## src/inc/srwd_pkg.sv

```systemverilog
package srwd_pkg;

  // Clock rate and documented times.
  localparam int unsigned CLK_HZ           = 20_000_000;
  localparam int unsigned WDOG_PERIOD_MS   = 1600;
  localparam int unsigned RST_TIMEOUT_MS   = 140;

  // Timer lengths in clock cycles; the reset timeout is the exact minimum.
  localparam int unsigned WDOG_CYCLES = (CLK_HZ / 1000) * WDOG_PERIOD_MS;
  localparam int unsigned RST_CYCLES  = ((CLK_HZ / 1000) * RST_TIMEOUT_MS);

  // Counter widths.
  localparam int unsigned CNT_W = 32;

  // Variant codes.
  typedef enum logic [1:0] {
    SRWD_VAR_STANDARD = 2'h0,
    SRWD_VAR_LATCHREL = 2'h1,
    SRWD_VAR_RSTBASED = 2'h2
  } srwd_variant_t;

endpackage : srwd_pkg

```

## src/logic/srwd_core.sv

```systemverilog
`timescale 1ns/10ps
module srwd_core #(
  parameter int unsigned WDOG_LIMIT = srwd_pkg::WDOG_CYCLES,
  parameter int unsigned RST_LIMIT  = srwd_pkg::RST_CYCLES
) (
  // Clock and reset.
  input  wire logic                   clk,
  input  wire logic                   srst,
  // Variant selection, held static.
  input  wire srwd_pkg::srwd_variant_t variant,
  // Supply-good indications, high when above threshold, and the triple-monitor enable.
  input  wire logic                   main_supply_ok,
  input  wire logic                   aux_supply_a_sense,
  input  wire logic                   aux_supply_b_sense,
  input  wire logic                   triple_monitor,
  // Host-side inputs.
  input  wire logic                   manual_reset_n,
  input  wire logic                   watchdog_kick,
  input  wire logic                   early_warning_sense,
  // Outputs to the host.
  output logic                        reset_n,
  output logic                        reset,
  output logic                        watchdog_alarm_n,
  output logic                        early_warning_out_n
);
  import srwd_pkg::*;

  logic main_s;
  logic aux_a_s;
  logic aux_b_s;
  logic mr_s;
  logic kick_s;
  logic pf_s;
  logic [2:0] raw_in;
  logic [2:0] sync_vec;

  // Synchronise the main supply, manual-reset and early-warning levels before use.
  assign raw_in = {main_supply_ok, manual_reset_n, early_warning_sense};
  genvar gi;
  generate
    for (gi = 0; gi < 3; gi++) begin : g_sync
      srwd_sync u_sync (
        .clk      (clk),
        .srst     (srst),
        .async_in (raw_in[gi]),
        .sync_out (sync_vec[gi])
      );
    end
  endgenerate
  assign {main_s, mr_s, pf_s} = sync_vec;

  logic [1:0] aux_m_q;
  logic [1:0] aux_m_d;
  logic [1:0] aux_s_q;
  logic [1:0] aux_s_d;
  logic       kick_m_q;
  logic       kick_m_d;
  logic       kick_s_q;
  logic       kick_s_d;
  logic       kick_p_q;
  logic       kick_p_d;

  // Aux supplies and kick through two flops; kick edges from last two samples.
  always_comb begin
    aux_m_d  = {aux_supply_b_sense, aux_supply_a_sense};
    aux_s_d  = aux_m_q;
    kick_m_d = watchdog_kick;
    kick_s_d = kick_m_q;
    kick_p_d = kick_s_q;
  end

  always_ff @(posedge clk) begin
    if (srst) begin
      aux_m_q  <= 2'h3;
      aux_s_q  <= 2'h3;
      kick_m_q <= 1'h0;
      kick_s_q <= 1'h0;
      kick_p_q <= 1'h0;
    end else begin
      aux_m_q  <= aux_m_d;
      aux_s_q  <= aux_s_d;
      kick_m_q <= kick_m_d;
      kick_s_q <= kick_s_d;
      kick_p_q <= kick_p_d;
    end
  end

  assign aux_a_s = aux_s_q[0];
  assign aux_b_s = aux_s_q[1];
  assign kick_s  = kick_s_q;

  logic kick_edge;
  logic undervolt;
  assign kick_edge = kick_s ^ kick_p_q;
  // Aux inputs count only while the triple-monitor enable is set, in any variant.
  assign undervolt = !main_s || (triple_monitor && (!aux_a_s || !aux_b_s));

  // Reset timeout and watchdog timer.
  logic [CNT_W-1:0] rcnt_q;
  logic [CNT_W-1:0] rcnt_d;
  logic [CNT_W-1:0] wcnt_q;
  logic [CNT_W-1:0] wcnt_d;
  logic             rst_act_q;
  logic             rst_act_d;
  logic             alarm_q;
  logic             alarm_d;
  logic             wdog_expire;
  logic             rst_cond;
  logic             latch_rel;

  assign latch_rel   = (variant == SRWD_VAR_LATCHREL);
  assign wdog_expire = !rst_act_q && (wcnt_q == CNT_W'(WDOG_LIMIT - 1));
  // Any reset source; watchdog only in the reset-based variant.
  assign rst_cond = undervolt || !mr_s
                    || (wdog_expire && (variant == SRWD_VAR_RSTBASED));

  // Reset pulse: asserted while a condition holds, then RST_LIMIT cycles more.
  always_comb begin
    rst_act_d = rst_act_q;
    rcnt_d    = rcnt_q;
    if (rst_cond) begin
      rst_act_d = 1'h1;
      rcnt_d    = '0;
    end else if (rst_act_q) begin
      if (rcnt_q == CNT_W'(RST_LIMIT - 1)) begin
        rst_act_d = 1'h0;
        rcnt_d    = '0;
      end else begin
        rcnt_d = rcnt_q + CNT_W'(1);
      end
    end
  end

  // Watchdog timer: cleared by reset, manual reset, a kick edge, or its own expiry.
  always_comb begin
    if (rst_act_q || rst_cond || !mr_s || kick_edge || wdog_expire) begin
      wcnt_d = '0;
    end else begin
      wcnt_d = wcnt_q + CNT_W'(1);
    end
  end

  // Alarm latch.
  always_comb begin
    alarm_d = alarm_q;
    if (variant == SRWD_VAR_RSTBASED) begin
      alarm_d = 1'h0;
    end else if (latch_rel) begin
      if (!mr_s || kick_edge) begin
        alarm_d = 1'h0;
      end
      if (wdog_expire) begin
        alarm_d = 1'h1;
      end
    end else begin
      if (kick_edge) begin
        alarm_d = 1'h0;
      end
      if (wdog_expire || undervolt || !mr_s) begin
        alarm_d = 1'h1;
      end
    end
  end

  always_ff @(posedge clk) begin
    if (srst) begin
      rst_act_q <= 1'h1;
      rcnt_q    <= '0;
      wcnt_q    <= '0;
      alarm_q   <= 1'h0;
    end else begin
      rst_act_q <= rst_act_d;
      rcnt_q    <= rcnt_d;
      wcnt_q    <= wcnt_d;
      alarm_q   <= alarm_d;
    end
  end

  logic out_rst_q;
  logic out_rst_d;
  logic out_alm_q;
  logic out_alm_d;
  logic out_pf_q;
  logic out_pf_d;

  // Output flops; undervolt forces reset, and alarm too outside the reset-based variant, in the same cycle.
  always_comb begin
    out_rst_d = rst_act_d;
    out_alm_d = (variant != SRWD_VAR_RSTBASED) && (alarm_d || undervolt);
    out_pf_d  = !pf_s;
  end

  always_ff @(posedge clk) begin
    if (srst) begin
      out_rst_q <= 1'h1;
      out_alm_q <= 1'h0;
      out_pf_q  <= 1'h0;
    end else begin
      out_rst_q <= out_rst_d;
      out_alm_q <= out_alm_d;
      out_pf_q  <= out_pf_d;
    end
  end

  assign reset_n             = !out_rst_q;
  assign reset               = out_rst_q;
  assign watchdog_alarm_n    = !out_alm_q;
  assign early_warning_out_n = !out_pf_q;
endmodule : srwd_core

```

## src/logic/srwd_sync.sv

```systemverilog
`timescale 1ns/10ps
module srwd_sync (
  // Clock and reset.
  input  wire logic clk,
  input  wire logic srst,
  // Asynchronous level in, synchronised level out.
  input  wire logic async_in,
  output logic      sync_out
);
  import srwd_pkg::*;

  logic meta_q;
  logic meta_d;
  logic sync_q;
  logic sync_d;

  // Two-stage capture; the first stage feeds only the second.
  always_comb begin
    meta_d = async_in;
    sync_d = meta_q;
  end

  always_ff @(posedge clk) begin
    if (srst) begin
      meta_q <= 1'h1;
      sync_q <= 1'h1;
    end else begin
      meta_q <= meta_d;
      sync_q <= sync_d;
    end
  end

  assign sync_out = sync_q;

endmodule : srwd_sync
```

## config.mk

```make
export PLATFORM = sky130hd
export DESIGN_NAME = srwd_core
export DESIGN_NICKNAME = d
export VERILOG_FILES = /design/src/inc/srwd_pkg.sv /design/src/logic/srwd_core.sv /design/src/logic/srwd_sync.sv
export SDC_FILE = /design/constraint.sdc
export NUM_CORES = 1
export LEC_CHECK = 0
export BUFFER_PORTS_ARGS = -buffer_cell sky130_fd_sc_hd__buf_2
export CORE_MARGIN = 8
export CORE_UTILIZATION = 40
export DETAILED_ROUTE_END_ITERATION = 8
export GPL_TIMING_DRIVEN = 0
export PLACE_DENSITY = 0.58
export SLEW_MARGIN = 15
export SYNTH_ARGS = -nofsm -noshare
export SYNTH_HDL_FRONTEND = slang
export SYNTH_SLANG_ARGS = --single-unit
```

## constraint.sdc

```tcl
create_clock -name clk -period 2.38 [get_ports clk]
set_input_delay 0.476 -clock clk [delete_from_list [all_inputs] [get_ports clk]]
set_output_delay 0.476 -clock clk [all_outputs]
set_load 0.01 [all_outputs]
```

Yosys cells after proc, flatten, opt, wreduce, memory -nomap -nowiden
Index checks and enable logic that the tools add are counted.
- input bits: 11
- bits in registers: 81
- output and inout bits: 4
- logic and storage cells: 60
- mux-type cells: 9
- bitwise operators: 1
- equality and inequality tests: 5
- $add $sub $neg: 2
- reduce and logical (&&, ||, !) cells: 26
- operators by type and width (operator ; number):
    32-bit by 1-bit adder with 32-bit output, second input constant ; 2
    32-bit by 22-bit equality test with 1-bit output, second input constant ; 1
    32-bit by 25-bit equality test with 1-bit output, second input constant ; 1
    32-bit 2-to-1 mux ; 1
    1-bit logical OR ; 12
    1-bit zero test ; 8
    1-bit 2-to-1 mux ; 8
    1-bit logical AND ; 4
    2-bit OR reduction ; 2
    2-bit by 1-bit equality test with 1-bit output, second input constant ; 1
    2-bit equality test, second input constant ; 1
    2-bit != test, second input constant ; 1
    1-bit bitwise XOR ; 1

Longest topological paths before layout
Gate-level depths: netlist of the first run.
- depth in word-level cells: 11
- gate-level depth with buffers: 8
- mapped depth without buffers: 6

Cells and area by module
From an unflattened synthesis of the first run, not the netlist that was laid out.
- cell total of the unflattened synthesis: 396
- area total of the unflattened synthesis: 3890.0 um2
- modules (own cells, without submodules) (module ; area an instance (um2) ; times used ; seq. area each (um2) ; cells an instance):
    srwd_core ; 3732.3 ; 1 ; 1501.4 ; 384
    srwd_sync ; 52.6 ; 3 ; 40.0 ; 4

Worst setup path after synthesis of the first run
OpenSTA, ideal clock, no wires.
- kind: register to register
- start point: reg wcnt_q[0]
- end point: reg rcnt_q[24]
- stages on the path, launching flop included: 9
- arrival time: 1758 ps
- clock period less this slack: 1873 ps
- data required time: 2265 ps
- library setup time: 115 ps
- path slack: 507 ps
- buffers on the path: 2
- path through: dfxtp_1 ha_1 nand3_2 or3_4 nor3_4 a221o_1 buf_4 buf_6 nor2_1
- cells in the longest elaborated chain, start to end: 5
- ends and longest elaborated chain (what ; line ; source):
    start, declared ; srwd_core.sv:101 ; logic [CNT_W-1:0] wcnt_q;
    start signal, assigned ; srwd_core.sv:174 ; wcnt_q <= wcnt_d;
    32-bit by 25-bit equality test with 1-bit output ; srwd_core.sv:112 ; assign wdog_expire = !rst_act_q && (wcnt_q == CNT_W'(WDOG_LIMIT - 1));
    1-bit logical AND ; srwd_core.sv:112 ;
    1-bit logical AND ; srwd_core.sv:115 ; || (wdog_expire && (variant == SRWD_VAR_RSTBASED));
    1-bit logical OR ; srwd_core.sv:115 ;
    2-bit OR reduction (no line) ; n/a ;
    end signal, assigned ; srwd_core.sv:173 ; rcnt_q <= rcnt_d;
    end, declared ; srwd_core.sv:99 ; logic [CNT_W-1:0] rcnt_q;
No other way between the ends.
A chain may end at the register's enable or synchronous reset.

Final worst setup path of the first run
- start point: reg wcnt_q[0]
- end point: reg rcnt_q[21]
The elaborated chain is that of the path after synthesis.

==> impl_metrics.json, run 1 <==
{
  "max_stage_delay_ns": 0.45,
  "setup_ws_ns": 0.215,
  "path_class": "flop to flop",
  "core_area_sq_um": 8640,
  "grt_pass1_vias": 2480,
  "reg2regPathDepth": 8,
  "drt_first_iter_violations": 94,
  "cts_tree": "built",
  "fin_skew_ns": 0.00816,
  "top_usage_layer": "met2",
  "finalSetupTns_ns": 0,
  "start_util": 0.409,
  "hold_path_class": "primary input to flop",
  "period_minus_slack_ns": 2.17,
  "synth_seq_cells": 81,
  "drive_gt1_frac": 0.151,
  "clock_sinks": 81,
  "die_area_sq_um": 12100,
  "cts_hold_buf": 0,
  "die_x_um": 110,
  "crit_fanout": 10,
  "pre_cts_slack_ns": 0.200,
  "gr-total-overflow": 0,
  "critical_path_buf_inv_count": 2,
  "drv_cap": 0,
  "port_buffers": 14,
  "die_h_um": 110,
  "grtUsageMet1": 0.152,
  "fin_crit_sh": 0.910,
  "gr-usage-met3": 0.0221,
  "syn-num-nets": 401,
  "synth_warnings": 0,
  "track_usage": 0.114,
  "hold_viol": 0,
  "place_inst": 510,
  "vias": 2609,
  "rsz0062_at_grt": "no",
  "synth_cell_type_count": 42,
  "worstMarginPinSlew_ns": 0.753,
  "first_pass_iters": 4,
  "cp_top_family": "simple AND/OR/NAND/NOR gates",
  "cp.arrival_ns": 2.41,
  "cts_buffer_depth": 2,
  "gp_congestion": 0.750,
  "antenna_found_initial": 0,
  "htree_levels": 3,
  "path_clk_slew_ns": 0.09,
  "wl_mm": 6.32,
  "wl_per_cell_um": 12.0,
  "post_cts_buffers": 0,
  "slew_viol_final": 0,
  "area_growth_pct": 11.6,
  "root_buffer": "clkbuf_8",
  "grt_pass1_wl_mm": 11.2,
  "cp-start-kind": "flop",
  "grt.met2_usage": 0.175,
  "whs_path_depth": 2,
  "post_cts_resized": 0,
  "ant_nets": 0,
  "worst-path-stages": 8,
  "relSlewSlack": 0.493,
  "rows": 34,
  "required_ns": 2.62,
  "io_pins": 15,
  "nets": 426,
  "final_cells": 526,
  "crit_chain": "ha_1 -> nand3_2 -> or3_4 -> nor3_4 -> a221o_1 -> buf_4 -> buf_6 -> nor2_1",
  "worstSkewPairLatency_ns": 0.34,
  "status": "completed",
  "cts_buffers": 9,
  "dp.final_hpwl_mm": 4.50,
  "route.detailed.drc": 0,
  "max_freq_mhz": 462,
  "n_antenna_cell": 0,
  "setup_viol": 0,
  "ir_worst_vdd_v": 0.000415,
  "grt_max_degree": 17,
  "yosysSeqAreaShare": 0.459,
  "synth_area_sq_um": 3540,
  "syn_area_per_cell_sq_um": 9.11,
  "cellPowerDensity_nw_per_um2": 630,
  "netlist_instances": 388,
  "critical_path.endpoint_type": "flop",
  "power_uw": 2490,
  "vias_per_cell": 4.96,
  "leakagePower_uw": 0.00135,
  "slowest_stage": "or3_4"
}
[report_power, final]
group / leakage (uW) / internal, uW / switching, uW / total, uW
clock network: 0.000106 / 506 / 535 / 1040
logic: 0.000586 / 34.7 / 34.0 / 68.7
registers: 0.000656 / 1370 / 6.24 / 1380
[sequential cells by signal, summed over array words and instances (netlist names)]
| signal | cells |
|---|---|
| alarm_q | 1 |
| aux_m_q | 2 |
| aux_s_q | 2 |
| g_sync.u_sync.meta_q | 3 |
| g_sync.u_sync.sync_out | 3 |
| kick_m_q | 1 |
| kick_p_d | 1 |
| kick_p_q | 1 |
| out_alm_q | 1 |
| out_pf_q | 1 |
| rcnt_q | 32 |
| reset | 1 |
| wcnt_q | 32 |
[cells in the mapped netlist (all sizes together)]
library cell,count,area share
a211o,1,0.0025
a21bo,1,0.0028
a21o,1,0.0021
a221o,1,0.0028
a2bb2oi,1,0.0025
and2,2,0.0035
and3,7,0.012
and3b,1,0.0025
and4,10,0.025
and4b,1,0.0028
buf,10,0.022
clkbuf,3,0.0032
dfxtp,81,0.46
ha,2,0.0071
inv,9,0.0096
mux2,1,0.0032
nand2,23,0.024
nand2b,2,0.0035
nand3,21,0.033
nand4,20,0.039
nor2,77,0.082
nor2b,5,0.0088
nor3,14,0.023
nor3b,1,0.0021
nor4,9,0.021
nor4b,3,0.0074
nor4bb,2,0.0057
o21a,1,0.0021
o31ai,1,0.0021
or2,12,0.021
or3,1,0.0032
or4,3,0.0085
xnor2,31,0.077
xor2,30,0.074
[path summary, 6_finish.rpt]
kind | slack, ns | from | endpoint
max | 0.21 | wcnt_q[0] | rcnt_q[21]
max reg2reg | 0.21 | wcnt_q[0] | rcnt_q[21]
min | 0.31 | main_supply_ok | g_sync[2].u_sync.meta_q
min reg2reg | 0.39 | g_sync[0].u_sync.sync_out | out_pf_q
[final cells by class]
type | instances | area [sq um]
fill | 845 | 4690
multi-input combinational | 285 | 1790
sequential | 81 | 1620
tap | 108 | 135
clock buffer | 9 | 124
buffer | 13 | 88.8
clock inverter | 7 | 82.6
timing repair buffer | 14 | 70.1
inverter | 9 | 33.8
[placed cells by master (no fill, tap or decap), drive strengths merged, types with 5 or more instances in the layout]
cell type,count
clkbuf,12
inv,14
nor2,77
nor2b,5
nor3,14
nand2,23
xor2,30
or2,12
and4,10
nor4,9
dfxtp,81
and3,7
xnor2,31
nand4,20
nand3,21
buf,24
[logic make-up (layout without fill, tap and decap cells)]
group,after synthesis,after routing,share of synthesized area
compound gates,7,7,0.0170
xor+xnor,61,61,0.151
fa+ha+maj,2,2,0.00708
buf+inv,22,52,0.0347
flops,81,81,0.459
mux,1,1,0.00318
simple gates,214,214,0.328
[metrics by stage]
step / area, sq um / hold slack [ns] / utilization
3_3_place_gp: 3740 / 0.370 / 0.433
5_1_grt: 3950 / 0.278 / 0.457
6_report: 3950 / 0.307 / 0.457
2_1_floorplan: 3540 / 0.368 / -
3_5_place_dp: 3740 / 0.382 / 0.433
4_1_cts: 3950 / 0.287 / 0.457
[metal layers]
| metal | vias to the layer above | routed length (um) |
|---|---|---|
| met5 | - | 0 |
| met1 | 1198 | 3340 |
| met4 | 0 | 102 |
| li1 | 1370 | - |
| met3 | 9 | 159 |
| met2 | 32 | 2720 |
Power figures use the tool's default switching activity.
==> run 2, diff against run 1 <==
--- a/config.mk
+++ b/config.mk
@@ -10,8 +10,11 @@
 export CORE_UTILIZATION = 40
 export DETAILED_ROUTE_END_ITERATION = 8
 export GPL_TIMING_DRIVEN = 0
+export HOLD_SLACK_MARGIN = 0.15
 export PLACE_DENSITY = 0.58
+export SKIP_CTS_REPAIR_TIMING = 1
 export SLEW_MARGIN = 15
 export SYNTH_ARGS = -nofsm -noshare
 export SYNTH_HDL_FRONTEND = slang
+export SYNTH_HIERARCHICAL = 1
 export SYNTH_SLANG_ARGS = --single-unit
==> run 2 against run 1 <==
  * Design area up 10%
  * Largest power group unchanged
  * Clock skew up 0.0039 ns
  * Highest routed layer unchanged
  * Global-route usage about the same
  * Largest cell class unchanged
==> impl_metrics.json, run 2 <==
{
  "synth_edf_count": 0,
  "ir_worst_vdd_v": 0.000386,
  "grt_pass1_vias": 2654,
  "design_area_sq_um": 4360,
  "layout_commonest_cell": "dfxtp_1",
  "core_area_sq_um": 9590,
  "gp_congestion": 0.750,
  "grt_max_degree": 17,
  "die_h_um": 115,
  "die_x_um": 115,
  "min_to": "g_sync[1].u_sync/meta_q",
  "fin_crit_sh": 0.886,
  "synth_ff_type": "dfxtp_1",
  "gr-total-overflow": 0,
  "fin_skew_ns": 0.0121,
  "ant_nets": 0,
  "place_inst": 543,
  "worstSkewPairLatency_ns": 0.35,
  "whs_path_depth": 2,
  "pre_cts_slack_ns": 0.230,
  "wl_per_cell_um": 12.3,
  "start_util": 0.405,
  "synth_cell_type_count": 42,
  "die_area_sq_um": 13100,
  "grt_pass1_wl_mm": 12.1,
  "rows": 36,
  "switchingPower_uw": 584,
  "synth_warnings": 6,
  "cts_tree": "built",
  "first_pass_iters": 4,
  "top_layer_used": "met4",
  "intPower_uw": 2020,
  "antenna_found_initial": 0,
  "detailed_place.area_sq_um": 4130,
  "crit-reg2reg-launch": "wcnt_q[0]",
  "drt-met1-wl_mm": 3.33,
  "slowest_stage": "dfxtp_1",
  "top_regs": "rcnt_q (32), wcnt_q (32)",
  "pwr-share-seq": 0.529,
  "setup_viol": 0,
  "hold_path_class": "primary input to flop",
  "setup_ws_ns": 0.271,
  "relSlewSlack": 0.588,
  "n_antenna_cell": 0,
  "vias": 2711,
  "worstMarginPinSlew_ns": 0.614,
  "max_freq_mhz": 474,
  "yosysTopAreaCell": "dfxtp_1",
  "io_pins": 15,
  "hold_viol": 0,
  "period_minus_slack_ns": 2.11,
  "required_ns": 2.62,
  "path_class": "flop to flop",
  "crit_chain": "ha_1 -> nand3_2 -> nor4_1 -> nand4_1 -> nand3_2 -> buf_12 -> nor2_2",
  "synth-async-reset-ratio": 0,
  "syn_area_per_cell_sq_um": 9.82,
  "rsz0062_at_grt": "no",
  "netlist_instances": 396,
  "wl_met2_mm": 3.26,
  "layout_common_cells": "dfxtp_1, xnor2_1, xor2_1, nor2_4, nand2_1",
  "dp.final_hpwl_mm": 4.94,
  "synth_seq_cells": 81,
  "port_buffers": 14,
  "wl_mm": 6.87,
  "netSwitchingFraction": 0.224,
  "rrSetupSlack_ns": 0.27,
  "ys_top_cells_by_area": "dfxtp_1, nor2_4, xnor2_1, xor2_1, nor2_2",
  "area_growth_pct": 12.0,
  "drive_gt1_frac": 0.239,
  "syn-num-nets": 409,
  "path_clk_slew_ns": 0.09,
  "yosysSeqAreaShare": 0.417,
  "crit_fanout": 10,
  "leakagePower_uw": 0.00140,
  "path_common_cell": "nand3_2",
  "synth_commonest_cells": "dfxtp_1, xnor2_1, nor2_4, xor2_1, nand2_1",
  "pwr-share-comb": 0.029,
  "slew_viol_final": 0,
  "max_stage_delay_ns": 0.41,
  "drv_cap": 0,
  "clock_sinks": 81,
  "cts_buffers": 9,
  "nets": 434,
  "synth.top_cell.area_share": 0.417,
  "regToRegEndpoint": "rcnt_q[15]",
  "hp-start": "manual_reset_n",
  "vias_per_cell": 4.85,
  "cp-start-kind": "flop",
  "dr_wl_met3_um": 202,
  "status": "completed",
  "root_buffer": "clkbuf_8",
  "route.detailed.drc": 0,
  "htree_levels": 3,
  "drt_first_iter_violations": 108,
  "finalSetupTns_ns": 0,
  "track_usage": 0.114,
  "cellPowerDensity_nw_per_um2": 597,
  "final_cells": 559,
  "critical_path.endpoint_type": "flop",
  "yosysMostFrequentCell": "dfxtp_1",
  "cts_buffer_depth": 2,
  "cp.arrival_ns": 2.35,
  "synth_area_sq_um": 3890,
  "reg2regPathDepth": 7,
  "p_clk_frac": 0.442
}
run 2: cell types whose count changed after synthesis, moves of 4 or more:
cell,before,now
nand3_1,19,26
buf_2,5,0
and3_1,7,12
nor2_1,77,23
nand2_1,23,27
or2_2,11,4
or2_1,1,6
nor2_4,0,28
buf_12,0,5
nor4_1,6,17
nor2_2,0,22
run 2: logic make-up (layout without fill, tap and decap cells):
logic type,after synthesis,in the layout,synth area share
DFF,81,81,0.417
AOI/OAI and AO/OA,7,7,0.0129
and+or+nand+nor,223,223,0.383
buffers and inverters,23,53,0.0460
xor gates and xnor gates,60,60,0.135
adders and majority gates,2,2,0.00643
run 2: worst max-delay path by stage:
| stage | startpoint | end |
|---|---|---|
| finish | wcnt_q[0] | rcnt_q[15] |
| global route | wcnt_q[0] | rcnt_q[16] |
| CTS | wcnt_q[0] | rcnt_q[13] |
| detailed placement | wcnt_q[0] | rcnt_q[18] |
| global placement | wcnt_q[0] | wcnt_q[24] |
| floorplan | wcnt_q[0] | wcnt_q[15] |
run 2: critical path: cells and delay by family, from the launching register on:
kind	cells	cell delay, ns
simple gates	5	1.16
fa+ha+maj	1	0.23
buf+inv	1	0.18
flops	1	0.41
run 2: metal layers:
metal | global-route usage | vias up
met5 | 0 | -
li1 | - | 1413
met3 | 0.0322 | 7
met1 | 0.135 | 1264
met2 | 0.193 | 27
met4 | 0.0373 | 0
run 2: stage by stage:
stage	utilization	total power (uW)	hold WS (ns)
floorplan	-	1460	0.368
global placement	0.430	1480	0.376
detailed placement	0.430	1490	0.386
CTS	0.454	2650	0.278
global route	0.454	2710	0.280
finish	0.454	2600	0.298
run 2: power groups by stage:
stage | Combinational [uW] | Sequential, uW | Clock [uW]
5_1_grt | 85.7 | 1380 | 1240
4_1_cts | 77.9 | 1380 | 1190
3_3_place_gp | 76.0 | 1410 | 0
6_report | 75.6 | 1380 | 1150
2_1_floorplan | 54.5 | 1410 | 0
3_5_place_dp | 77.3 | 1410 | 0
run 2: area by class of cell:
type                    count  area, sq um
flip-flops and latches     81         1620
clock buffers               9          124
plain buffers              11          134
clock inverters             7          106
well taps                 133          166
fillers                   927         5240
inverters                  12         45.0
multi-input cells         292         2090
repair buffers             14         70.1
==> run 3, diff against run 2 <==
--- a/config.mk
+++ b/config.mk
@@ -11,7 +11,7 @@
 export DETAILED_ROUTE_END_ITERATION = 8
 export GPL_TIMING_DRIVEN = 0
 export HOLD_SLACK_MARGIN = 0.15
-export PLACE_DENSITY = 0.58
+export PLACE_DENSITY = 0.6
 export SKIP_CTS_REPAIR_TIMING = 1
 export SLEW_MARGIN = 15
 export SYNTH_ARGS = -nofsm -noshare
==> constraint.sdc (replaced) <==
create_clock -name clk -period 1.8 [get_ports clk]
set_input_delay 0.36 -clock clk [delete_from_list [all_inputs] [get_ports clk]]
set_output_delay 0.36 -clock clk [all_outputs]
set_load 0.01 [all_outputs]
==> run 3 against run 2 <==
  * The run now ends with setup timing left
  * Flip-flop and latch count unchanged
  * Combinational power grew 63%
  * Count of clock-buffer cells in the layout rose by 3
  * Total power increased by 25%
  * Design area grew 7.4%
  * Cell count grew 3.9%
  * Sequential power is 32% higher
  * Register-to-register slack got worse by 0.39 ns
  * Non-clock buffer count is 22 higher
  * Global-route usage rose by 0.59 points
  * Clock power grew 15%
  * Critical endpoint is now wcnt_q[5]
  * Largest cell class unchanged
==> impl_metrics.json, run 3 (synthesis gave the netlist of run 2 again) <==
{
  "status": "finished with violations",
  "violations": "setup timing",
  "vias": 2802,
  "layout_commonest_cell": "dfxtp_1",
  "place_inst": 543,
  "grt_pass1_wl_mm": 12.8,
  "ir_worst_vdd_v": 0.000319,
  "start_util": 0.405,
  "multi_input_area_sq_um": 2220,
  "htree_levels": 3,
  "hold_path_class": "primary input to flop",
  "grt_pass1_vias": 2812,
  "die_x_um": 115,
  "crit_start": "wcnt_q[0]",
  "fin_crit_sh": 1.07,
  "intPower_uw": 2550,
  "nets": 456,
  "rows": 36,
  "gr-total-overflow": 0,
  "leakagePower_uw": 0.00153,
  "critical_path.endpoint_type": "flop",
  "cts_tree": "built",
  "dp.final_hpwl_mm": 5.09,
  "final_util": 0.488,
  "relSlewSlack": 0.717,
  "die_area_sq_um": 13100,
  "crit_path_end": "wcnt_q[5]",
  "fillers": 927,
  "fin_skew_ns": 0.0128,
  "antenna_found_initial": 0,
  "cellPowerDensity_nw_per_um2": 697,
  "finalSetupTns_ns": -5.71,
  "wl_per_cell_um": 12.9,
  "cts_buffer_depth": 2,
  "regToRegEndpoint": "wcnt_q[5]",
  "path_class": "flop to flop",
  "vias_per_cell": 4.82,
  "reg2regPathDepth": 7,
  "first_pass_iters": 4,
  "hold_viol": 0,
  "io_pins": 15,
  "gp_congestion": 0.781,
  "area_growth_pct": 20.3,
  "ant_nets": 0,
  "crit-reg2reg-launch": "wcnt_q[0]",
  "cp.arrival_ns": 2.21,
  "grt_max_degree": 14,
  "top_regs": "rcnt_q (32), wcnt_q (32)",
  "route.detailed.drc": 0,
  "period_minus_slack_ns": 1.92,
  "rsz0062_at_grt": "yes",
  "clock_sinks": 81,
  "setup_viol": 56,
  "cp-start-kind": "flop",
  "pwr-share-comb": 0.038,
  "cts_buffers": 9,
  "slew_viol_final": 0,
  "setup_ws_ns": -0.123,
  "pre_cts_slack_ns": -0.222,
  "worstMarginPinSlew_ns": 0.424,
  "netSwitchingFraction": 0.218,
  "register_area_sq_um": 1640,
  "drv_cap": 0,
  "drt_first_iter_violations": 82,
  "root_buffer": "clkbuf_8",
  "wl_mm": 7.49,
  "switchingPower_uw": 711,
  "pwr-share-seq": 0.557,
  "path_clk_slew_ns": 0.08,
  "layout_common_cells": "dfxtp_1, xnor2_1, nor2_4",
  "crit_fanout": 10,
  "max_freq_mhz": 520,
  "n_antenna_cell": 0,
  "final_cells": 581,
  "port_buffers": 14,
  "track_usage": 0.120,
  "die_h_um": 115,
  "required_ns": 2.09,
  "rrSetupSlack_ns": -0.12,
  "core_area_sq_um": 9590,
  "worstSkewPairLatency_ns": 0.35,
  "drive_gt1_frac": 0.342,
  "design_area_sq_um": 4680,
  "detailed_place.area_sq_um": 4160,
  "p_clk_frac": 0.406
}
-- run 3: cell count changes in the layout (fill, tap and decap cells not counted), sizes merged --
cell,previous run,this run
buf,21,43
bufinv,2,1
clkbuf,13,16
clkinv,0,1
clkinvlp,0,1
inv,17,13
-- run 3: worst min path at each step --
stage                                     end                       from  depth (start not counted)  slack [ns]
floorplan                            out_pf_q  g_sync[0].u_sync/sync_out                          1        0.37
global placement    g_sync[0].u_sync/sync_out    g_sync[0].u_sync/meta_q                          1        0.39
detailed placement                 aux_s_q[0]                 aux_m_q[0]                          1        0.39
CTS                   g_sync[2].u_sync/meta_q             main_supply_ok                          2        0.18
global route                       aux_m_q[1]         aux_supply_b_sense                          2        0.19
finish                g_sync[2].u_sync/meta_q             main_supply_ok                          2        0.20
-- run 3: cell type report --
| cell class | instances | share of cell area |
|---|---|---|
| Multi-Input combinational cell | 292 | 0.475 |
| Timing Repair Buffer | 38 | 0.0609 |
| Sequential cell | 81 | 0.350 |
| Tap cell | 133 | 0.0356 |
| Clock inverter | 4 | 0.0110 |
| Clock buffer | 12 | 0.0310 |
| Buffer | 9 | 0.0265 |
| Inverter | 12 | 0.00962 |
-- run 3: through the flow --
step,total power (uW),hold slack [ns]
6_report,3260,0.197
5_1_grt,3410,0.189
4_1_cts,3300,0.179
3_5_place_dp,1960,0.392
3_3_place_gp,1960,0.387
2_1_floorplan,1930,0.368
-- run 3: metal layers --
| layer | vias up | wire length, um | global-route usage |
|---|---|---|---|
| li1 | 1449 | - | - |
| met1 | 1318 | 3500 | 0.144 |
| met2 | 26 | 3720 | 0.201 |
| met3 | 9 | 162 | 0.0290 |
| met4 | 0 | 108 | 0.0488 |
| met5 | - | 0 | 0 |
-- run 3: power groups by stage --
stage               registers [uW]  clock network (uW)  logic (uW)
floorplan                     1860                   0        72.1
CTS                           1820                1370         102
global placement              1860                   0        99.2
global route                  1820                1460         136
detailed placement            1860                   0         102
finish                        1820                1320         123
-- run 3: worst max-delay path, stage by stage, from the launching register on --
cell	delay, ns
dfxtp_4	0.36
ha_4	0.17
nand3_4	0.13
nor4_4	0.07
and3_4	0.18
or4b_4	0.64
buf_12	0.21
nor2_4	0.10
